<file path="src/common/mscr_pkg.sv">
// shared constants and carrier types of the modem status and control registers
package mscr_pkg;
   // register addresses on the serial host port
   localparam logic [7:0] ADDR_TONE = 8'hC3;
   localparam logic [7:0] ADDR_FLAGS = 8'hC6;
   localparam logic [7:0] ADDR_CTRL = 8'hC7;
   localparam logic [7:0] ADDR_BLOCK = 8'hC8;
   // serial frame layout: 8 address bits then 16 data bits
   localparam logic [4:0] ADDR_LAST_BIT = 5'h07;
   localparam logic [4:0] FRAME_LAST_BIT = 5'h17;
   // event flag positions
   localparam int FLG_IRQ = 15;
   localparam int FLG_DTMF = 12;
   localparam int FLG_AUX2 = 9;
   localparam int FLG_AUX1 = 8;
   localparam int FLG_END = 7;
   localparam int FLG_RDY = 6;
   localparam int FLG_CRC = 5;
   localparam int FLG_R2400 = 4;
   localparam int FLG_R1200 = 3;
   localparam int FLG_FREE = 0;
   localparam int MASK_GLOBAL = 15;
   // a read keeps only these bits, bits 15 to 2 clear
   localparam logic [15:0] READ_KEEP = 16'h0003;
   // reset values
   localparam logic [15:0] TONE_RST = 16'h0000;
   localparam logic [15:0] CTRL_RST = 16'h0000;
   localparam logic [15:0] FLAGS_RST = 16'h0000;
   // message format codes
   localparam logic [2:0] FMT_RAW = 3'h0;
   localparam logic [2:0] FMT_HEAD = 3'h1;
   localparam logic [2:0] FMT_UNSIZED = 3'h2;
   localparam logic [2:0] FMT_UNSIZED_FEC = 3'h3;
   localparam logic [2:0] FMT_SIZED = 3'h4;
   localparam logic [2:0] FMT_SIZED_IL = 3'h5;
   // scrambler seed codes
   localparam logic [1:0] SCR_STD = 2'h0;
   localparam logic [1:0] SCR_SEED1 = 2'h1;
   localparam logic [1:0] SCR_SEED2 = 2'h2;
   localparam logic [1:0] SCR_NONE = 2'h3;
   // block write buffer
   localparam int BLK_WIDTH = 16;
   localparam int BLK_DEPTH = 8;

   // transmit tone word
   typedef struct packed {
      logic [9:0] rsv;
      logic twist;
      logic single;
      logic [3:0] code;
   } mscr_tone_t;

   // link framing control word
   typedef struct packed {
      logic [2:0] sync_sel;
      logic [1:0] rsv_hi;
      logic raw;
      logic last_tx;
      logic interleave;
      logic [2:0] fmt;
      logic [1:0] rsv_lo;
      logic user;
      logic [1:0] scr;
   } mscr_ctrl_t;

   // one-cycle events from the tone, aux and modem datapaths
   typedef struct packed {
      logic dtmf;
      logic aux_conv_two;
      logic aux_conv_one;
      logic rx_last;
      logic rx_data;
      logic crc_bad;
      logic frame_sync;
      logic head_ok;
      logic rate_2400;
      logic tx_last_bit;
      logic tx_need;
   } mscr_evt_t;

   // decoded modem behaviour for the datapath
   typedef struct packed {
      logic raw_words;
      logic send_sync_head;
      logic interleave_head;
      logic fec;
      logic sized_crc;
      logic payload_il;
      logic fmt_valid;
      logic [1:0] seed;
      logic user_flag;
      logic [7:0] head_ctrl;
   } mscr_mode_t;
endpackage

</file>
<file path="src/hw/mscr_regs.sv">
// modem status and control registers with their block write buffer
`timescale 1ns/100ps

// parameterised first-in first-out buffer with valid and ready both sides
module mscr_fifo #(
   parameter int WIDTH = 16,
   parameter int DEPTH = 8
) (
   // clock and reset
   input wire logic clk_i,
   input wire logic rst_i,
   // filling side
   input wire logic [WIDTH-1:0] in_data_i,
   input wire logic in_valid_i,
   output logic in_ready_o,
   // draining side
   output logic [WIDTH-1:0] out_data_o,
   output logic out_valid_o,
   input wire logic out_ready_i
);
   localparam int AW = $clog2(DEPTH);

   // pointers carry one extra wrap bit so full and empty differ
   typedef struct packed {
      logic [AW:0] wr;
      logic [AW:0] rd;
   } mscr_fptr_t;

   mscr_fptr_t s_q; // pointer state
   mscr_fptr_t s_d; // next pointer state
   logic [WIDTH-1:0] mem [DEPTH]; // storage words
   logic full; // every slot taken
   logic empty; // no slot taken
   logic push; // word accepted
   logic pop; // word drained

   assign full = (s_q.wr[AW] != s_q.rd[AW]) &&
                 (s_q.wr[AW-1:0] == s_q.rd[AW-1:0]);
   assign empty = (s_q.wr == s_q.rd);
   assign in_ready_o = ~full;
   assign out_valid_o = ~empty;
   assign push = in_valid_i & ~full;
   assign pop = out_ready_i & ~empty;
   // data comes straight from storage, a flip-flop array
   assign out_data_o = mem[s_q.rd[AW-1:0]];

   // pointer advance; depth must be a power of two, since the wrap bit
   // simply rolls over together with the index
   always_comb begin
      s_d = s_q;
      if (push) begin
         // write slot taken
         s_d.wr = s_q.wr + (AW+1)'(1);
      end
      if (pop) begin
         // head slot released
         s_d.rd = s_q.rd + (AW+1)'(1);
      end
   end

   // pointer registers
   always_ff @(posedge clk_i) begin
      if (rst_i) begin
         s_q <= '0;
      end else begin
         s_q <= s_d;
      end
   end

   // storage needs no reset, nothing reads an empty slot
   always_ff @(posedge clk_i) begin
      if (push) begin
         mem[s_q.wr[AW-1:0]] <= in_data_i;
      end
   end
endmodule

// register set facing the host serial port
module mscr_regs (
   // clock and reset
   input wire logic CORE_CLK_I,
   input wire logic RST_I,
   // serial host port pins, asynchronous to the core clock
   input wire logic HOST_CSN_I,
   input wire logic HOST_SCLK_I,
   input wire logic HOST_CDATA_I,
   output logic HOST_RDATA_O,
   output logic HOST_RDATA_OE_O,
   // neighbouring registers and mode, same clock
   input wire logic [15:0] IRQ_MASK_I,
   input wire logic POWERSAVE_I,
   input wire logic TX_MODE_I,
   // datapath events, same clock
   input wire mscr_pkg::mscr_evt_t EVT_I,
   // interrupt and validity
   output logic IRQ_N_O,
   output logic STATUS_VALID_O,
   // configuration towards the datapaths
   output mscr_pkg::mscr_tone_t TONE_O,
   output mscr_pkg::mscr_ctrl_t CTRL_O,
   output mscr_pkg::mscr_mode_t MODE_O,
   output logic TX_STOP_OK_O,
   // program block words towards the block engine
   output logic [15:0] BLK_DATA_O,
   output logic BLK_VALID_O,
   input wire logic BLK_READY_I
);
   // whole register state of the block
   typedef struct packed {
      logic [2:0] sync1; // first synchroniser stage
      logic [2:0] sync2; // second synchroniser stage
      logic sclk_prev; // last settled serial clock
      logic [4:0] cnt; // bits taken in this frame
      logic [22:0] sh; // incoming shift register
      logic reading; // frame is a flags read
      logic [15:0] out_sh; // outgoing read word
      logic rdata; // serial reply bit
      mscr_pkg::mscr_tone_t tone; // tone select word
      mscr_pkg::mscr_ctrl_t ctrl; // framing control word
      logic [15:0] flags; // sticky event flags
      logic free; // block port may take a word
      logic push; // block word handed to buffer
      logic [15:0] wr_data; // block word held for buffer
   } mscr_state_t;

   mscr_state_t s_q; // registered state
   mscr_state_t s_d; // next state
   logic fifo_ready; // buffer has room
   logic csn; // settled chip select, low active
   logic sclk; // settled serial clock
   logic din; // settled serial data
   logic rise; // serial clock rising edge
   logic fall; // serial clock falling edge
   logic [23:0] word; // complete frame with newest bit
   logic read_clr; // flags read this cycle
   logic [2:0] fmt; // current message format
   logic unsized; // formats without a size field
   logic sized; // formats carrying crc
   logic rate_ok; // rate bits may be set
   logic [15:0] set; // flags set this cycle
   logic [15:0] view; // flags as the host sees them

   assign csn = s_q.sync2[2];
   assign sclk = s_q.sync2[1];
   assign din = s_q.sync2[0];
   assign rise = sclk & ~s_q.sclk_prev;
   assign fall = ~sclk & s_q.sclk_prev;
   // newest bit joins the shift register to give the whole frame
   assign word = {s_q.sh, din};
   assign fmt = s_q.ctrl.fmt;
   assign unsized = (fmt == mscr_pkg::FMT_RAW) ||
                    (fmt == mscr_pkg::FMT_UNSIZED) ||
                    (fmt == mscr_pkg::FMT_UNSIZED_FEC);
   assign sized = (fmt == mscr_pkg::FMT_SIZED) ||
                  (fmt == mscr_pkg::FMT_SIZED_IL);

   // host view: free flag in bit 0, nothing while held in powersave
   // the free flag is live, not stored, so a read cannot clear it
   always_comb begin
      view = s_q.flags;
      view[mscr_pkg::FLG_FREE] = s_q.free;
      if (POWERSAVE_I) begin
         view = '0;
      end
   end

   // rate bits qualify only in receive: on sync in raw format, on a good head otherwise
   assign rate_ok = ~TX_MODE_I &
      ((fmt == mscr_pkg::FMT_RAW) ? EVT_I.frame_sync : EVT_I.head_ok);

   // events that set flags this cycle
   always_comb begin
      set = '0;
      set[mscr_pkg::FLG_DTMF] = EVT_I.dtmf;
      set[mscr_pkg::FLG_AUX2] = EVT_I.aux_conv_two;
      set[mscr_pkg::FLG_AUX1] = EVT_I.aux_conv_one;
      if (TX_MODE_I) begin
         // unsized formats end only once the last word was flagged
         set[mscr_pkg::FLG_END] = EVT_I.tx_last_bit &
            (~unsized | s_q.ctrl.last_tx);
         set[mscr_pkg::FLG_RDY] = EVT_I.tx_need;
      end else begin
         set[mscr_pkg::FLG_END] = EVT_I.rx_last;
         set[mscr_pkg::FLG_RDY] = EVT_I.rx_data | EVT_I.rx_last;
         set[mscr_pkg::FLG_CRC] = EVT_I.rx_last & EVT_I.crc_bad &
            sized;
      end
      set[mscr_pkg::FLG_R2400] = rate_ok & EVT_I.rate_2400;
      set[mscr_pkg::FLG_R1200] = rate_ok & ~EVT_I.rate_2400;
   end

   // serial port, flag update and block port handling
   always_comb begin
      s_d = s_q;
      read_clr = 1'b0;
      s_d.push = 1'b0;
      // pins pass two flip-flops before any logic reads them
      s_d.sync1 = {HOST_CSN_I, HOST_SCLK_I, HOST_CDATA_I};
      s_d.sync2 = s_q.sync1;
      // edge history is taken from the settled clock only
      s_d.sclk_prev = sclk;
      if (csn) begin
         // deselected: frame aborts, reply pin released
         s_d.cnt = '0;
         s_d.reading = 1'b0;
         s_d.rdata = 1'b0;
      end else if (rise) begin
         s_d.sh = word[22:0];
         s_d.cnt = s_q.cnt + 5'h01;
         if (s_q.cnt == mscr_pkg::ADDR_LAST_BIT &&
             word[7:0] == mscr_pkg::ADDR_FLAGS) begin
            // snapshot taken as the address completes
            s_d.reading = 1'b1;
            s_d.out_sh = view;
            read_clr = 1'b1;
         end
         if (s_q.cnt == mscr_pkg::FRAME_LAST_BIT && !s_q.reading) begin
            case (word[23:16])
               mscr_pkg::ADDR_TONE: begin
                  s_d.tone = word[15:0];
                  s_d.tone.rsv = '0;
               end
               mscr_pkg::ADDR_CTRL: begin
                  s_d.ctrl = word[15:0];
                  s_d.ctrl.rsv_hi = '0;
                  s_d.ctrl.rsv_lo = '0;
               end
               mscr_pkg::ADDR_BLOCK: begin
                  s_d.push = 1'b1;
                  s_d.wr_data = word[15:0];
               end
               default: begin
                  // other addresses belong to other blocks
               end
            endcase
         end
      end else if (fall && s_q.reading) begin
         // reply changes on the falling edge, host samples on the rise
         s_d.rdata = s_q.out_sh[15];
         s_d.out_sh = {s_q.out_sh[14:0], 1'b0};
      end
      // free drops on a block write and returns once the buffer has room
      s_d.free = ~s_d.push & ~s_q.push & fifo_ready;
      // a set in the clearing cycle wins over the read clear
      s_d.flags = (read_clr ? (s_q.flags & mscr_pkg::READ_KEEP) :
                   s_q.flags) | set;
      s_d.flags[1:0] = 2'h0;
      // summary bit for any masked flag change, free rising included
      if ((|(set[14:0] & IRQ_MASK_I[14:0])) ||
          (s_d.free & ~s_q.free & IRQ_MASK_I[mscr_pkg::FLG_FREE])) begin
         s_d.flags[mscr_pkg::FLG_IRQ] = 1'b1;
      end
      if (POWERSAVE_I) begin
         s_d.flags = mscr_pkg::FLAGS_RST;
      end
   end

   // state registers
   always_ff @(posedge CORE_CLK_I) begin
      if (RST_I) begin
         s_q <= '0;
         // synchronisers idle deselected with the clock low, so the
         // edge detector sees no false edge as reset ends
         s_q.sync1 <= 3'h4;
         s_q.sync2 <= 3'h4;
         s_q.tone <= mscr_pkg::TONE_RST;
         s_q.ctrl <= mscr_pkg::CTRL_RST;
         s_q.flags <= mscr_pkg::FLAGS_RST;
      end else begin
         s_q <= s_d;
      end
   end

   // block words queue here; the host paces itself on the free flag
   mscr_fifo #(
      .WIDTH(mscr_pkg::BLK_WIDTH),
      .DEPTH(mscr_pkg::BLK_DEPTH)
   ) u_blk_fifo (
      .clk_i(CORE_CLK_I),
      .rst_i(RST_I),
      .in_data_i(s_q.wr_data),
      .in_valid_i(s_q.push),
      .in_ready_o(fifo_ready),
      .out_data_o(BLK_DATA_O),
      .out_valid_o(BLK_VALID_O),
      .out_ready_i(BLK_READY_I)
   );

   // decoded modem behaviour
   always_comb begin
      MODE_O = '0;
      // raw: sync search and 16 bit words in rx, host framed words in tx
      MODE_O.raw_words = s_q.ctrl.raw;
      // formatted: sync patterns then a head from the low control byte
      MODE_O.send_sync_head = ~s_q.ctrl.raw;
      MODE_O.interleave_head = s_q.ctrl.interleave;
      MODE_O.fec = (fmt == mscr_pkg::FMT_UNSIZED_FEC) | sized;
      MODE_O.sized_crc = sized;
      MODE_O.payload_il = (fmt == mscr_pkg::FMT_SIZED_IL);
      // reserved codes six and seven are reported unusable
      MODE_O.fmt_valid = (fmt <= mscr_pkg::FMT_SIZED_IL);
      MODE_O.seed = s_q.ctrl.scr;
      // user bit rides in the head untouched by format or coding
      MODE_O.user_flag = s_q.ctrl.user;
      MODE_O.head_ctrl = s_q.ctrl[7:0];
   end

   // modulation may stop in unsized tx once the last word is flagged
   // timing of the last word flag is left to the host
   assign TX_STOP_OK_O = TX_MODE_I & unsized & s_q.ctrl.last_tx;
   // interrupt pin is low while summary bit and global mask are both set
   assign IRQ_N_O = ~(s_q.flags[mscr_pkg::FLG_IRQ] &
                      IRQ_MASK_I[mscr_pkg::MASK_GLOBAL]);
   assign STATUS_VALID_O = ~POWERSAVE_I;
   assign HOST_RDATA_O = s_q.rdata;
   assign HOST_RDATA_OE_O = s_q.reading;
   assign TONE_O = s_q.tone;
   assign CTRL_O = s_q.ctrl;
endmodule

</file>
<file path="config.mk">
export PLATFORM = sky130hd
export DESIGN_NAME = mscr_regs
export DESIGN_NICKNAME = d
export VERILOG_FILES = /design/src/common/mscr_pkg.sv /design/src/hw/mscr_regs.sv
export SDC_FILE = /design/constraint.sdc
export NUM_CORES = 1
export LEC_CHECK = 0
export ABC_CLOCK_PERIOD_IN_PS = 4510
export BUFFER_PORTS_ARGS = -buffer_cell sky130_fd_sc_hd__buf_4
export CORE_UTILIZATION = 40
export DETAILED_ROUTE_END_ITERATION = 16
export GPL_TIMING_DRIVEN = 1
export PLACE_DENSITY_LB_ADDON = 0.2
export SETUP_SLACK_MARGIN = 0.05
export SYNTH_ARGS = -nofsm -noshare
export SYNTH_HDL_FRONTEND = slang
export SYNTH_SLANG_ARGS = --single-unit
export TNS_END_PERCENT = 20
</file>
<file path="constraint.sdc">
create_clock -name CORE_CLK_I -period 4.51 [get_ports CORE_CLK_I]
set_clock_uncertainty 0.2 [all_clocks]
set_input_delay 0.2255 -clock CORE_CLK_I [delete_from_list [all_inputs] [get_ports CORE_CLK_I]]
set_output_delay 0.2255 -clock CORE_CLK_I [all_outputs]
set_load 0.05 [all_outputs]
</file>
Yosys cells after proc, flatten, opt, wreduce, memory -nomap -nowiden
Memories as Yosys holds them, arrays and structs flattened. A register that Yosys moved wholly into a read port is not among the register bits.
Cells that the tools add are included.

operators by class
  equality and inequality tests = 14
  reductions and logical operators = 21
  multipliers = 0
  add/sub/neg operators = 3
  magnitude comparators = 1
  div/mod/pow operators = 0
  bitwise operators = 37
  shift operators = 0
  multiplexer cells = 20

operator list
  kind                                                                    number
  17-bit two-way mux                                                      5
  16-bit two-way mux                                                      4
  8-bit equality test (second input constant)                             4
  1-bit AND                                                               17
  16-bit by 13-bit bitwise OR with 16-bit output                          1
  13-bit by 15-bit AND with 15-bit output                                 1
  1-bit inverter                                                          15
  15-bit OR reduction                                                     1
  4-bit AND reduction                                                     3
  4-bit by 1-bit adder with 4-bit output (second input constant)          2
  1-bit two-way mux                                                       8
  3-bit by 2-bit equality test with 1-bit output (second input constant)  2
  3-bit equality test (second input constant)                             2
  3-bit two-way mux                                                       2
  2-bit AND reduction                                                     3
  5-bit by 1-bit adder with 5-bit output (second input constant)          1
  5-bit by 3-bit equality test with 1-bit output (second input constant)  1
  5-bit equality test (second input constant)                             1
  4-bit equality test                                                     1
  1-bit logical AND                                                       4
  1-bit logical OR                                                        4
  2-bit OR reduction                                                      2
  3-bit equality test                                                     1
  3-bit <= comparator (second input constant)                             1
  8 further kinds                                                         10

storage, ports and cells
  register bits = 113
  bits in writable memories = 128
  latch bits = 0
  bits of input ports = 35
  ROM bits = 0
  memories kept = 1

memories
  name            words  bits a word  read ports  clocked after Yosys merged registers in  wr ports  line             text
  u_blk_fifo.mem  8      16           1           1                                        1         mscr_regs.sv:31  logic [WIDTH-1:0] mem [DEPTH];

Depth between registers and ports, before layout
  depth after elaboration = 12
  mapped depth = 8

Cells and area by module
From an unflattened synthesis, not the netlist that was laid out.

second synthesis, totals
  cells, all modules = 746
  area total of the unflattened synthesis = 9703.1 µm²

modules (own cells, without submodules)
  module     times used  cells each  area each (µm²)  sequential area each (µm²)
  mscr_fifo  1           269         5554.1           4063.9
  mscr_regs  1           477         4149.0           1961.9

Least setup slack after synthesis
No wires, ideal clock.

  path kind = reg-to-reg
  start = register u_blk_fifo.s_q[4] (netlist name)
  end = memory u_blk_fifo.mem[4][0] (enable)
  slack = 1607 ps
  stages on the path, launching flop included = 6
  data required time = 3901 ps
  data arrival time = 2294 ps
  buffers on the path = 1
  cells stage by stage = dfxtp_1 -> buf_2 -> xor2_2 -> o41ai_4 -> or2_1 -> nor3_1

on the way
  word-level cells in the longest chain between the ends = 6

ends and longest elaborated chain
  what                                     line             text
  start, declared                          mscr_regs.sv:29  mscr_fptr_t s_q;
  start signal, assigned                   mscr_regs.sv:64  s_q <= '0;
  start signal, assigned                   mscr_regs.sv:66  s_q <= s_d;
  3-bit equality test                      mscr_regs.sv:38  (s_q.wr[AW-1:0] == s_q.rd[AW-1:0]);
  1-bit logical AND                        mscr_regs.sv:37  assign full = (s_q.wr[AW] != s_q.rd[AW]) &&
  1-bit inverter                           mscr_regs.sv:42  assign push = in_valid_i & ~full;
  1-bit AND                                mscr_regs.sv:42
  1-bit two-way mux                        mscr_regs.sv:72  if (push) begin
  1-bit two-way mux (implied by the code)  mscr_regs.sv:73  mem[s_q.wr[AW-1:0]] <= in_data_i;
  end, declared                            mscr_regs.sv:31

Several ways; a longest one is shown, not always the timed one.

Worst setup path in the final report
  start = register s_q[107] (netlist name)
  end = register s_q[23] (netlist name)

on the way
  word-level cells in the longest chain between the ends = 7

ends and longest elaborated chain
  what                                            line              text
  start, declared                                 mscr_regs.sv:126  mscr_state_t s_q;
  5-bit by 3-bit equality test with 1-bit output  mscr_regs.sv:210  if (s_q.cnt == mscr_pkg::ADDR_LAST_BIT &&
  1-bit logical AND                               mscr_regs.sv:210
  1-bit two-way mux                               mscr_regs.sv:210
  1-bit two-way mux                               mscr_regs.sv:207  end else if (rise) begin
  1-bit two-way mux                               mscr_regs.sv:202  if (csn) begin
  16-bit two-way mux                              mscr_regs.sv:245  s_d.flags = (read_clr ? (s_q.flags & mscr_pkg::READ_KEEP) :
  16-bit by 13-bit bitwise OR with 16-bit output  mscr_regs.sv:246  s_q.flags) | set;

No other way between the ends.
A chain may end at the register's enable or synchronous reset.

==> impl_metrics.toml <==
[outcome]
status = "completed"

[grt]
grt_max_degree = 95
grt-ovfl-total = 0
track_usage_pct = 16.5
antenna_found_initial = 0
grt_pass1_wl_mm = 31.7
grt_pass1_vias = 5977

[setup_path]
critical_path_buf_inv_count = 2
cpPeakStageDelay_ns = 0.61
cp_data_required_time_ns = 4.73
crit_arrival_ns = 3.65
worstSetupPathType = "register to register"
cp-start-kind = "register"
crit_slowest_cell = "nand4_1"
cpMostUsedCell = "dlygate4sd3_1"
path_delay_family = "buffers and inverters"
path_cells = "ha_1 > and4b_1 > nand4_1 > a32oi_1 > dlygate4sd3_1 > nor2_1 > dlygate4sd3_1"
crit_fanout = 17
end_kind = "register"

[clock_network]
cts_setup_buffers = 0
path_clk_slew_ns = 0.06
htreeDepth = 1
clk_latency_ns = 0.53
clock_sinks = 237
cts_tree = "yes"
ctsLongestPathBuffers = 3
root_buffer = "clkbuf_16"
cts_buffers = 27

[detailed_routing]
wirelength_mm = 19.9
wl_met1_mm = 8.69
route.met2.wl_mm = 9.90
ant_nets = 0
top_layer_used = "met4"
vias = 5934
avgViaCountPerCell = 5.13
drtIter0Drc = 359
wl_per_cell_um = 17.2
dr.pass1.iters = 4
drc = 0
routed-wl-met3_um = 900

[timing]
period_share_pct = 76.1
fin_ws_ns = 1.08
final-hold-violation-count = 0
report.final.slew_viol_count = 0
setup_viol = 0
fmax_ghz = 0.292
finalCriticalPeriod_ns = 3.43
tightest_slew_ns = 1.10
max_slew_margin_pct = 26.8
rsz0062_at_grt = "no"
timing.setup.tns_ns = 0

[floorplanning]
ios = 107
start_util_pct = 40.9
core_area_um2 = 23500
die_area_um2 = 24700
fp.dieW_um = 157
chipHeight_um = 157
rows = 56

[power]
p_sw_mw = 0.919
p_int_mw = 3.59
p_seq_share_pct = 50.1
power.density_nw_per_um2 = 397
switching_share_pct = 20.4
peakVddDrop_v = 0.000286
p_total_mw = 4.51
p_leak_nw = 3.88
pwr-share-comb_pct = 2.3
pwr-share-clk_pct = 47.6

[placed_design]
globalplace.congestion = 0.799
placed_cells = 1081
port_buffers = 84
dp_slack_ns = 1.51
dp_hpwl_mm = 12.2

[yosys]
ys.warnings.count = 0
synth_top_area_share_pct = 40.0
synth_seq_cells = 237
avgSynthCellArea_um2 = 12.8
ys_types = 56
syn-cell-area_um2 = 9620
synth_area_leaders = "edfxtp_1 (40%), dfxtp_1 (23%), mux4_2 (7.5%)"
synth_seq_area_share_pct = 62.6
yosys.area.top_type = "edfxtp_1"
synthCells = 752

[layout]
layout_commonest_cell = "edfxtp_1"
fin_nets = 854
diodes = 0
n_fill_cell = 2115
fin_util_pct = 48.3
drive_gt1_share_pct = 24.4
syn_to_final_growth_pct = 18.2
final-instance-count-excl-fill = 1156
final_cell_mix = "edfxtp_1 (128), dfxtp_1 (107), buf_4 (87)"

[min_path]
min_path_type = "primary input to register"

[flow_run]
maxCapViolCount = 0
metrics by stage:
stage	hold slack [ns]	area [um^2]
3_5_place_dp	0.209	10200
4_1_cts	0.0888	11400
5_1_grt	0.130	11400
3_3_place_gp	0.201	10200
2_1_floorplan	0.129	9680
6_report	0.103	11400
area by class of cell:
type / instances / area, um^2 / area share [%]
multi-input combinational: 430 / 3110 / 27.4
tap: 319 / 399 / 3.51
inverter: 8 / 30.0 / 0.264
sequential: 237 / 6030 / 53.0
clock buffer: 41 / 808 / 7.11
clock inverter: 9 / 88.8 / 0.781
timing repair buffer: 112 / 903 / 7.94
sequential cells by signal, indices dropped and copies added (netlist names), 3 cells and up, named ones only:
name            count
TONE_O              6
s_q                72
CTRL_O              9
fmt                 3
u_blk_fifo.s_q      8
s_d                 4
u_blk_fifo.mem    128
cell usage after synthesis (all sizes together):
cell and n:
mux2 18, a211oi 9, nand2 82, and3 1, and2 1, nor2b 12
conb 1, a41oi 1, mux2i 5, a22oi 9, or2 5, nor4bb 1
mux4 32, o211ai 1, clkbuf 30, a2bb2oi 1, o311a 1, and4b 2
xor2 9, dfxtp 109, and3b 3, o31a 1, o21ai 21, nor3 15
xnor2 5, edfxtp 128, nand4b 1, nand2b 6, or3b 1, a222oi 1
a32oi 1, ha 3, a31oi 2, nor4b 4, buf 62, o41ai 3
nand4 24, nor2 27, a21oi 75, nand3 24, or3 4, nor4 1
o21bai 1, and4 1, inv 8
timing repair:
item / CTS / global route
setup endpoints to repair: 0 / 0
hold buffers: 25 / 0
gates resized for setup: 0 / 0
hold endpoints to repair: 20 / 0
power by group through the flow:
stage	combinational [mW]	clock, mW	sequential [mW]
2_1_floorplan	0.0721	0	2.31
3_3_place_gp	0.0879	0	2.31
3_5_place_dp	0.0890	0	2.31
4_1_cts	0.103	2.19	2.26
5_1_grt	0.111	2.27	2.26
6_report	0.103	2.15	2.26
path summary, 6_finish.rpt:
path	depth (start not counted)	slack, ns	start	end
hold / removal	2	0.10	RST_I	u_blk_fifo.s_q[0]
setup reg to reg	7	1.08	s_q[107]	s_q[23]
hold reg to reg	1	0.21	s_d[115]	csn
setup / recovery	7	1.08	s_q[107]	s_q[23]
cells by family after synthesis:
logic type      after synthesis  share of synthesized area (%)
flops                       237                           62.6
compound gates              127                           7.92
fa+ha+maj                     3                          0.390
xor+xnor                     14                           1.43
simple gates                215                           11.4
other cells                   1                         0.0390
mux                          55                           10.2
buf+inv                     100                           6.00
layer usage:
layer	up-vias	track usage, %
li1	2844	-
met1	2891	21.5
met2	168	28.6
met5	-	0
met4	0	4.48
met3	31	2.45
worst register-to-register path, stage by stage (launching register included):
cell and delay, ns:
dfxtp_1 0.38, ha_1 0.19, and4b_1 0.37, nand4_1 0.61, a32oi_1 0.39, dlygate4sd3_1 0.59
nor2_1 0.04, dlygate4sd3_1 0.55
Note: power is estimated with default switching activity, not from simulation.
